File: config.mk
export PLATFORM = sky130hd
export DESIGN_NAME = tmr_timer0
export DESIGN_NICKNAME = d
export VERILOG_FILES = /design/src/hw/tmr_timer0.v
export VERILOG_INCLUDE_DIRS = /design/src /design/src/hw
export SDC_FILE = /design/constraint.sdc
export NUM_CORES = 1
export LEC_CHECK = 0
export ABC_AREA = 1
export BUFFER_PORTS_ARGS = -buffer_cell sky130_fd_sc_hd__buf_2
export CORE_MARGIN = 2
export CORE_UTILIZATION = 50
export DETAILED_ROUTE_END_ITERATION = 10
export GPL_ROUTABILITY_DRIVEN = 1
export GPL_TIMING_DRIVEN = 0
export PLACE_DENSITY = 0.84
export SLEW_MARGIN = 25
export SYNTH_ARGS = -nofsm -noshare
export SYNTH_HDL_FRONTEND = slang
export SYNTH_SLANG_ARGS = --single-unit
File: constraint.sdc
create_clock -name pclk -period 2.4 [get_ports pclk]
set_clock_uncertainty 0.2 [all_clocks]
set_input_delay 0.24 -clock pclk [delete_from_list [all_inputs] [get_ports pclk]]
set_output_delay 0.24 -clock pclk [all_outputs]
set_load 0.05 [all_outputs]
File: src/hw/tmr_consts.vh
`ifndef TMR_CONSTS_VH
`define TMR_CONSTS_VH

// register byte addresses
`define TMR_ADDR_COUNT    8'h00
`define TMR_ADDR_COMPARE  8'h04
`define TMR_ADDR_MASK     8'h08
`define TMR_ADDR_FLAGS    8'h0C
`define TMR_ADDR_SFC      8'h10
`define TMR_ADDR_CTRL     8'h14

// field positions
`define TMR_BIT_CMP       0
`define TMR_BIT_OVF       1
`define TMR_BIT_SHARED    0
`define TMR_BIT_ASYNC     1
`define TMR_BIT_HOLD      7
`define TMR_BIT_PHASE     3
`define TMR_SEL_MSB       2

// clock selector codes
`define TMR_SEL_STOP      3'h0
`define TMR_SEL_DIV1      3'h1
`define TMR_SEL_DIV8      3'h2
`define TMR_SEL_DIV64     3'h3
`define TMR_SEL_DIV256    3'h4
`define TMR_SEL_DIV1024   3'h5
`define TMR_SEL_EXT_FALL  3'h6
`define TMR_SEL_EXT_RISE  3'h7

// prescaler tap widths (log2 of divisor)
`define TMR_LOG_DIV8      3
`define TMR_LOG_DIV16     4
`define TMR_LOG_DIV32     5
`define TMR_LOG_DIV64     6
`define TMR_LOG_DIV256    8
`define TMR_LOG_DIV1024   10

// tap vector positions
`define TMR_TAP_1         0
`define TMR_TAP_8         1
`define TMR_TAP_16        2
`define TMR_TAP_32        3
`define TMR_TAP_64        4
`define TMR_TAP_256       5
`define TMR_TAP_1024      6
`define TMR_TAP_COUNT     7

// counter values and reset values
`define TMR_BOTTOM        8'h00
`define TMR_MAX           8'hFF
`define TMR_RST_BYTE      8'h00
`define TMR_RST_WORD      32'h00000000

`endif

File: src/hw/tmr_timer0.v
// Local design decisions: register access over APB and the register offsets.
`timescale 1ns/1ps
`include "tmr_consts.vh"

module tmr_timer0 #(
  parameter PRESCALE_WIDTH = 10
) (
  input  wire                      pclk,
  input  wire                      presetn,
  input  wire                      psel,
  input  wire                      penable,
  input  wire                      pwrite,
  input  wire [7:0]                paddr,
  input  wire [31:0]               pwdata,
  output reg  [31:0]               prdata,
  output wire                      pready,
  output reg                       pslverr,
  input  wire                      ext_count_pin,
  input  wire                      global_irq_en,
  input  wire                      overflow_vector_ack,
  input  wire                      compare_vector_ack,
  output wire                      overflow_irq,
  output wire                      compare_irq,
  output reg                       compare_match,
  output reg  [7:0]                counter_value,
  output wire [`TMR_TAP_COUNT-1:0] prescale_taps,
  output wire                      shared_prescaler_reset,
  output wire                      async_prescaler_reset
);

  reg  [7:0]                compare_value;
  reg  [7:0]                timer_interrupt_mask;
  reg                       overflow_flag;
  reg                       compare_flag;
  reg  [2:0]                clock_selector;
  reg                       phase_correct;
  reg                       count_down;
  reg                       sync_hold_mode;
  reg                       shared_reset_bit;
  reg                       async_reset_bit;
  reg                       block_match;
  reg  [PRESCALE_WIDTH-1:0] prescale_count;
  reg                       pin_sync1;
  reg                       pin_sync2;
  reg                       pin_prev;
  reg  [7:0]                next_counter;
  reg                       next_count_down;
  reg                       next_overflow_event;
  reg  [31:0]               next_rdata;
  reg                       next_err;
  reg                       next_overflow_flag;
  reg                       next_compare_flag;
  reg                       next_hold;
  reg                       next_shared_reset;
  reg                       next_async_reset;
  wire                      setup_phase;
  wire                      wr_access;
  wire                      timer_tick;
  wire                      rise_edge;
  wire                      fall_edge;
  wire                      match_event;
  wire                      wr_count;
  wire                      wr_compare;
  wire                      wr_mask;
  wire                      wr_flags;
  wire                      wr_sfc;
  wire                      wr_ctrl;
  wire                      ovf_clear;
  wire                      cmp_clear;

  // tap pulse when the low bits of the free-running divider are all ones
  function tap_pulse;
    input [PRESCALE_WIDTH-1:0] cnt;
    input integer              width;
    integer                    i;
    begin
      tap_pulse = 1'b1;
      for (i = 0; i < PRESCALE_WIDTH; i = i + 1) begin
        if (i < width && !cnt[i]) begin
          tap_pulse = 1'b0;
        end
      end
    end
  endfunction

  // timer tick from selector, taps and external edges
  function select_tick;
    input [2:0]                    sel;
    input [`TMR_TAP_COUNT-1:0]     taps;
    input                          rise;
    input                          fall;
    begin
      case (sel)
        `TMR_SEL_STOP:     select_tick = 1'b0;
        `TMR_SEL_DIV1:     select_tick = taps[`TMR_TAP_1];
        `TMR_SEL_DIV8:     select_tick = taps[`TMR_TAP_8];
        `TMR_SEL_DIV64:    select_tick = taps[`TMR_TAP_64];
        `TMR_SEL_DIV256:   select_tick = taps[`TMR_TAP_256];
        `TMR_SEL_DIV1024:  select_tick = taps[`TMR_TAP_1024];
        `TMR_SEL_EXT_FALL: select_tick = fall;
        `TMR_SEL_EXT_RISE: select_tick = rise;
        default:           select_tick = 1'b0;
      endcase
    end
  endfunction

  // write strobe for one register, taken in the access phase
  function reg_write_hit;
    input       access;
    input [7:0] addr;
    input [7:0] target;
    begin
      reg_write_hit = access && (addr == target);
    end
  endfunction

  assign pready      = 1'b1;
  assign setup_phase = psel & ~penable;
  assign wr_access   = psel & penable & pwrite;

  // one write strobe per register
  assign wr_count    = reg_write_hit(wr_access, paddr, `TMR_ADDR_COUNT);
  assign wr_compare  = reg_write_hit(wr_access, paddr, `TMR_ADDR_COMPARE);
  assign wr_mask     = reg_write_hit(wr_access, paddr, `TMR_ADDR_MASK);
  assign wr_flags    = reg_write_hit(wr_access, paddr, `TMR_ADDR_FLAGS);
  assign wr_sfc      = reg_write_hit(wr_access, paddr, `TMR_ADDR_SFC);
  assign wr_ctrl     = reg_write_hit(wr_access, paddr, `TMR_ADDR_CTRL);

  // a flag clears by its vector acknowledge or by writing one to it
  assign ovf_clear   = overflow_vector_ack | (wr_flags & pwdata[`TMR_BIT_OVF]);
  assign cmp_clear   = compare_vector_ack | (wr_flags & pwdata[`TMR_BIT_CMP]);

  // shared divider, free running, restarted only by the reset bit
  always @(posedge pclk or negedge presetn) begin
    if (!presetn) begin
      prescale_count <= {PRESCALE_WIDTH{1'b0}};
    end else if (shared_reset_bit) begin
      prescale_count <= {PRESCALE_WIDTH{1'b0}};
    end else begin
      prescale_count <= prescale_count + 1'b1;
    end
  end

  // the held reset also stops the /1 tap so all timers clocked from the taps stay halted together
  assign prescale_taps[`TMR_TAP_1]    = ~shared_reset_bit;
  assign prescale_taps[`TMR_TAP_8]    = tap_pulse(prescale_count, `TMR_LOG_DIV8) & ~shared_reset_bit;
  assign prescale_taps[`TMR_TAP_16]   = tap_pulse(prescale_count, `TMR_LOG_DIV16) & ~shared_reset_bit;
  assign prescale_taps[`TMR_TAP_32]   = tap_pulse(prescale_count, `TMR_LOG_DIV32) & ~shared_reset_bit;
  assign prescale_taps[`TMR_TAP_64]   = tap_pulse(prescale_count, `TMR_LOG_DIV64) & ~shared_reset_bit;
  assign prescale_taps[`TMR_TAP_256]  = tap_pulse(prescale_count, `TMR_LOG_DIV256) & ~shared_reset_bit;
  assign prescale_taps[`TMR_TAP_1024] = tap_pulse(prescale_count, `TMR_LOG_DIV1024) & ~shared_reset_bit;

  assign shared_prescaler_reset = shared_reset_bit;
  assign async_prescaler_reset  = async_reset_bit;

  // pin is read whatever its direction, so driving it as an output still counts
  always @(posedge pclk or negedge presetn) begin
    if (!presetn) begin
      pin_sync1 <= 1'b0;
      pin_sync2 <= 1'b0;
      pin_prev  <= 1'b0;
    end else begin
      pin_sync1 <= ext_count_pin;
      pin_sync2 <= pin_sync1;
      pin_prev  <= pin_sync2;
    end
  end

  assign rise_edge  = pin_sync2 & ~pin_prev;
  assign fall_edge  = ~pin_sync2 & pin_prev;
  assign timer_tick = select_tick(clock_selector, prescale_taps, rise_edge, fall_edge);

  assign match_event = timer_tick && !block_match && (counter_value == compare_value);

  // counting sequence: normal wrap or phase correct up/down
  always @* begin
    next_counter        = counter_value;
    next_count_down     = count_down;
    next_overflow_event = 1'b0;
    if (timer_tick) begin
      if (phase_correct) begin
        if (count_down && counter_value == `TMR_BOTTOM) begin
          next_count_down     = 1'b0;
          next_counter        = counter_value + 8'h01;
          next_overflow_event = 1'b1;
        end else if (!count_down && counter_value == `TMR_MAX) begin
          next_count_down = 1'b1;
          next_counter    = counter_value - 8'h01;
        end else if (count_down) begin
          next_counter = counter_value - 8'h01;
        end else begin
          next_counter = counter_value + 8'h01;
        end
      end else begin
        next_counter        = counter_value + 8'h01;
        next_overflow_event = (counter_value == `TMR_MAX);
      end
    end
  end

  always @(posedge pclk or negedge presetn) begin
    if (!presetn) begin
      counter_value <= `TMR_RST_BYTE;
      count_down    <= 1'b0;
      block_match   <= 1'b0;
      compare_match <= 1'b0;
    end else begin
      compare_match <= match_event;
      if (wr_count) begin
        counter_value <= pwdata[7:0];
        block_match   <= 1'b1;
      end else begin
        counter_value <= next_counter;
        if (timer_tick) begin
          block_match <= 1'b0;
        end
      end
      if (!phase_correct) begin
        count_down <= 1'b0;
      end else begin
        count_down <= next_count_down;
      end
    end
  end

  // flags: a set in the same cycle as a clear wins
  always @* begin
    next_overflow_flag = overflow_flag;
    next_compare_flag  = compare_flag;
    if (next_overflow_event) begin
      next_overflow_flag = 1'b1;
    end else if (ovf_clear) begin
      next_overflow_flag = 1'b0;
    end
    if (match_event) begin
      next_compare_flag = 1'b1;
    end else if (cmp_clear) begin
      next_compare_flag = 1'b0;
    end
  end

  always @(posedge pclk or negedge presetn) begin
    if (!presetn) begin
      overflow_flag <= 1'b0;
      compare_flag  <= 1'b0;
    end else begin
      overflow_flag <= next_overflow_flag;
      compare_flag  <= next_compare_flag;
    end
  end

  assign overflow_irq = timer_interrupt_mask[`TMR_BIT_OVF] & global_irq_en & overflow_flag;
  assign compare_irq  = timer_interrupt_mask[`TMR_BIT_CMP] & global_irq_en & compare_flag;

  // compare value and interrupt mask
  always @(posedge pclk or negedge presetn) begin
    if (!presetn) begin
      compare_value        <= `TMR_RST_BYTE;
      timer_interrupt_mask <= `TMR_RST_BYTE;
    end else begin
      if (wr_compare) begin
        compare_value <= pwdata[7:0];
      end
      if (wr_mask) begin
        timer_interrupt_mask <= pwdata[7:0];
      end
    end
  end

  // clock selector and counting sequence
  always @(posedge pclk or negedge presetn) begin
    if (!presetn) begin
      clock_selector <= `TMR_SEL_STOP;
      phase_correct  <= 1'b0;
    end else if (wr_ctrl) begin
      clock_selector <= pwdata[`TMR_SEL_MSB:0];
      phase_correct  <= pwdata[`TMR_BIT_PHASE];
    end
  end

  // prescaler reset bits: kept while holding, otherwise high for one cycle
  always @* begin
    next_hold         = sync_hold_mode;
    next_shared_reset = shared_reset_bit;
    next_async_reset  = async_reset_bit;
    if (wr_sfc) begin
      next_hold = pwdata[`TMR_BIT_HOLD];
      if (pwdata[`TMR_BIT_HOLD]) begin
        next_shared_reset = pwdata[`TMR_BIT_SHARED];
        next_async_reset  = pwdata[`TMR_BIT_ASYNC];
      end else if (sync_hold_mode) begin
        // leaving hold mode releases both resets so the timers start together
        next_shared_reset = 1'b0;
        next_async_reset  = 1'b0;
      end else begin
        next_shared_reset = pwdata[`TMR_BIT_SHARED];
        next_async_reset  = pwdata[`TMR_BIT_ASYNC];
      end
    end else if (!sync_hold_mode) begin
      next_shared_reset = 1'b0;
      next_async_reset  = 1'b0;
    end
  end

  always @(posedge pclk or negedge presetn) begin
    if (!presetn) begin
      sync_hold_mode   <= 1'b0;
      shared_reset_bit <= 1'b0;
      async_reset_bit  <= 1'b0;
    end else begin
      sync_hold_mode   <= next_hold;
      shared_reset_bit <= next_shared_reset;
      async_reset_bit  <= next_async_reset;
    end
  end

  // read data and error are captured in the setup cycle
  always @* begin
    next_rdata = `TMR_RST_WORD;
    next_err   = 1'b0;
    case (paddr)
      `TMR_ADDR_COUNT:   next_rdata[7:0] = counter_value;
      `TMR_ADDR_COMPARE: next_rdata[7:0] = compare_value;
      `TMR_ADDR_MASK:    next_rdata[7:0] = timer_interrupt_mask;
      `TMR_ADDR_FLAGS: begin
        next_rdata[`TMR_BIT_OVF] = overflow_flag;
        next_rdata[`TMR_BIT_CMP] = compare_flag;
      end
      `TMR_ADDR_SFC: begin
        next_rdata[`TMR_BIT_HOLD]   = sync_hold_mode;
        next_rdata[`TMR_BIT_ASYNC]  = async_reset_bit;
        next_rdata[`TMR_BIT_SHARED] = shared_reset_bit;
      end
      `TMR_ADDR_CTRL: begin
        next_rdata[`TMR_SEL_MSB:0]  = clock_selector;
        next_rdata[`TMR_BIT_PHASE]  = phase_correct;
      end
      default: next_err = 1'b1;
    endcase
  end

  always @(posedge pclk or negedge presetn) begin
    if (!presetn) begin
      prdata  <= `TMR_RST_WORD;
      pslverr <= 1'b0;
    end else if (setup_phase) begin
      prdata  <= pwrite ? `TMR_RST_WORD : next_rdata;
      pslverr <= next_err;
    end
  end

endmodule

==> results.toml <==
[drt]
drc = 0
postRouteAntennaNets = 0
drt_pass1_iterations = 5
vias_per_cell = 5.19
drt-total-wl_um = 9680
wl_per_cell_um = 13.6
vias = 3698
first_iter_violations = 307

[global_route]
grt_util_all_layers = 0.243
grt_pass1_wl_um = 16100
grt_max_degree = 59
grt_overflow = 0
antenna_found_initial = 0
grt_pass1_vias = 3384

[status]
outcome = "complete, no violations"

[cts]
cts_setup_buffers = 0
clk_latency_ns = 0.34
htreeDepth = 3
cts_inserted_buffers = 9
cts_buffer_depth = 2
clk_pin_slew_ns = 0.07
tritoncts = "done"
clockRootBuffer = "clkbuf_8"
cts.sinks = 58

[worst_setup_path]
critPathMaxFanout = 5
critPathLaunchType = "register"
crit_required_ns = 1.96
crit_type = "register to output pin"
critPathArrivalTime_ns = 1.84
cp-end-kind = "output pin"

[synthesis]
synth-edff-count = 0
synth.yosys.seq_area_share = 0.382
netlist.area_leader.share = 0.382
ys_top_cells_by_area = "dfrtp_1 38%, nand2_1 17%, inv_1 5.4%"
synth_area_um2 = 3800
syn_avg_cell_area_um2 = 7.39
synth_top_family_by_area = "simple AND/OR/NAND/NOR gates"
synth-seq-cells = 58
ys.flop_type = "dfrtp_1"
synth_top_area_cell = "dfrtp_1"
netlist_instances = 514
synth_cell_type_count = 38
async_flop_share = 1.00
synth_xor_area_frac = 0.0230
muxShareOfSynthArea = 0
synth_warnings = 0
synth_fa_ha_area_frac = 0.0132
synth_compound_area_frac = 0.0817
yosys.area_share.simple = 0.367

[sta]
rsz0062_at_grt = "no"
setup_tns_ns = 0
period_needed_ns = 2.28
clock.fmax_ghz = 0.438
worst_pin_slew_ns = 0.748
final_hold_viol_count = 0
relSlewSlack = 0.501
slew_viol_final = 0
setup_viol = 0
fin_crit_sh = 0.951

[power_and_ir_drop]
p_leak_nw = 2.49
ir_worst_vdd_mv = 0.343
powerDensity_nw_per_um2 = 740

[finish]
final_common_cell = "nand2_1"
area.sequential_um2 = 1450
drive_gt1_frac = 0.230
final_cell_mix = "168 x nand2_1, 58 x dfrtp_1, 55 x inv_1"
syn2layout_area_growth_pct = 20.1
fillers = 651
final_area_um2 = 4560
n_antenna_cell = 0
multiInputGateArea_um2 = 1950
nNetsFinal = 662

[floorplanning]
initial_core_util = 0.521
die_h_um = 91.2
core_area_um2 = 7290
die_x_um = 91.2
die_area_um2 = 8310
rows = 31
io_pins = 103

[run]
maxCapViolCount = 0

[place]
io_buffers = 53
place_area_um2 = 4280
gp_congestion = 0.963
dp_hpwl_um = 7310

[worst_hold_path]
hold_path.class = "input port to register"
[path summary, 6_finish.rpt]
kind / from / endpoint / slack [ns] / depth (start not counted)
worst max-delay path: prescale_count[0] / prescale_taps[6] / 0.12 / 7
worst min-delay path: pwdata[3] / counter_value[3] / 0.02 / 5
worst max register to register: counter_value[0] / counter_value[4] / 0.16 / 11
worst min register to register: pin_sync1 / pin_sync2 / 0.18 / 0
max in group asynchronous: presetn / block_match / 1.21 / 2
min in group asynchronous: presetn / shared_prescaler_reset / 0.31 / 2
[logic make-up after synthesis]
family          count (synthesis)
fa+ha+maj                       4
other cells                     2
compound gates                 56
flops                          58
buf+inv                        96
simple gates                  288
xor+xnor                       10
[sequential cells by signal, indices dropped and copies added, names as in the netlist]
name	flops
block_match	1
timer_interrupt_mask	8
count_down	1
phase_correct	1
shared_prescaler_reset	1
pin_sync1	1
counter_value	8
pin_prev	1
prescale_count	10
pin_sync2	1
compare_match	1
async_prescaler_reset	1
compare_value	8
clock_selector	3
compare_flag	1
sync_hold_mode	1
pslverr	1
overflow_flag	1
prdata	8
[per-layer routing]
| layer | vias to the layer above | track usage | part of all wire |
|---|---|---|---|
| met5 | - | 0 | 0 |
| li1 | 1775 | - | - |
| met2 | 189 | 0.388 | 0.46 |
| met3 | 25 | 0.0639 | 0.077 |
| met4 | 0 | 0.0732 | 0.019 |
| met1 | 1709 | 0.326 | 0.44 |
[power by group]
group,switching (mW),internal [mW]
Combinational,0.849,0.392
Clock,0.387,0.503
Sequential,0.156,1.09
[synth_stat cells (7+ instances only)]
cell type	count
buf_4	27
dfrtp_1	58
inv_1	55
nand2_1	168
nand2_2	7
nand3_1	34
nand4_1	8
nor2_1	36
nor2_4	7
o21ai_0	23
o21ai_1	16
xor2_1	9
[critical path, cell delays in order (launching register included)]
cell      delay, ns
dfrtp_1        0.39
ha_1           0.26
ha_4           0.21
nand2_8        0.07
nor2_8         0.13
nand4_1        0.13
inv_1          0.08
clkbuf_4       0.22
[final cells by class]
type,instances,share of cell area
plain buffers,33,0.0551
clock buffers,13,0.0326
well taps,99,0.0272
clock inverters,2,0.00823
flip-flops and latches,58,0.318
repair buffers,61,0.0773
inverters,63,0.0540
multi-input cells,383,0.427
[metrics by stage]
| stage | setup slack, ns | hold slack [ns] | util | power, mW | std cells |
|---|---|---|---|---|---|
| finish | 0.117 | 0.0204 | 0.626 | 3.38 | 712 |
| global route | 0.0411 | 0.0316 | 0.626 | 3.55 | 712 |
| CTS | 0.0249 | 0.00749 | 0.624 | 3.34 | 712 |
| detailed placement | 0.187 | 0.157 | 0.587 | 2.44 | 689 |
| global placement | 0.232 | 0.133 | 0.586 | 2.40 | 689 |
| floorplan | 0.0863 | -0.256 | - | 2.16 | 537 |
[repair_timing]
action | 4_1_cts | 5_1_grt
setup endpoints to repair | 2 | 2
gates resized for setup | 1 | 3
hold endpoints to repair | 68 | 0
hold buffers | 8 | 0
Note: power is estimated with default switching activity, not from simulation.
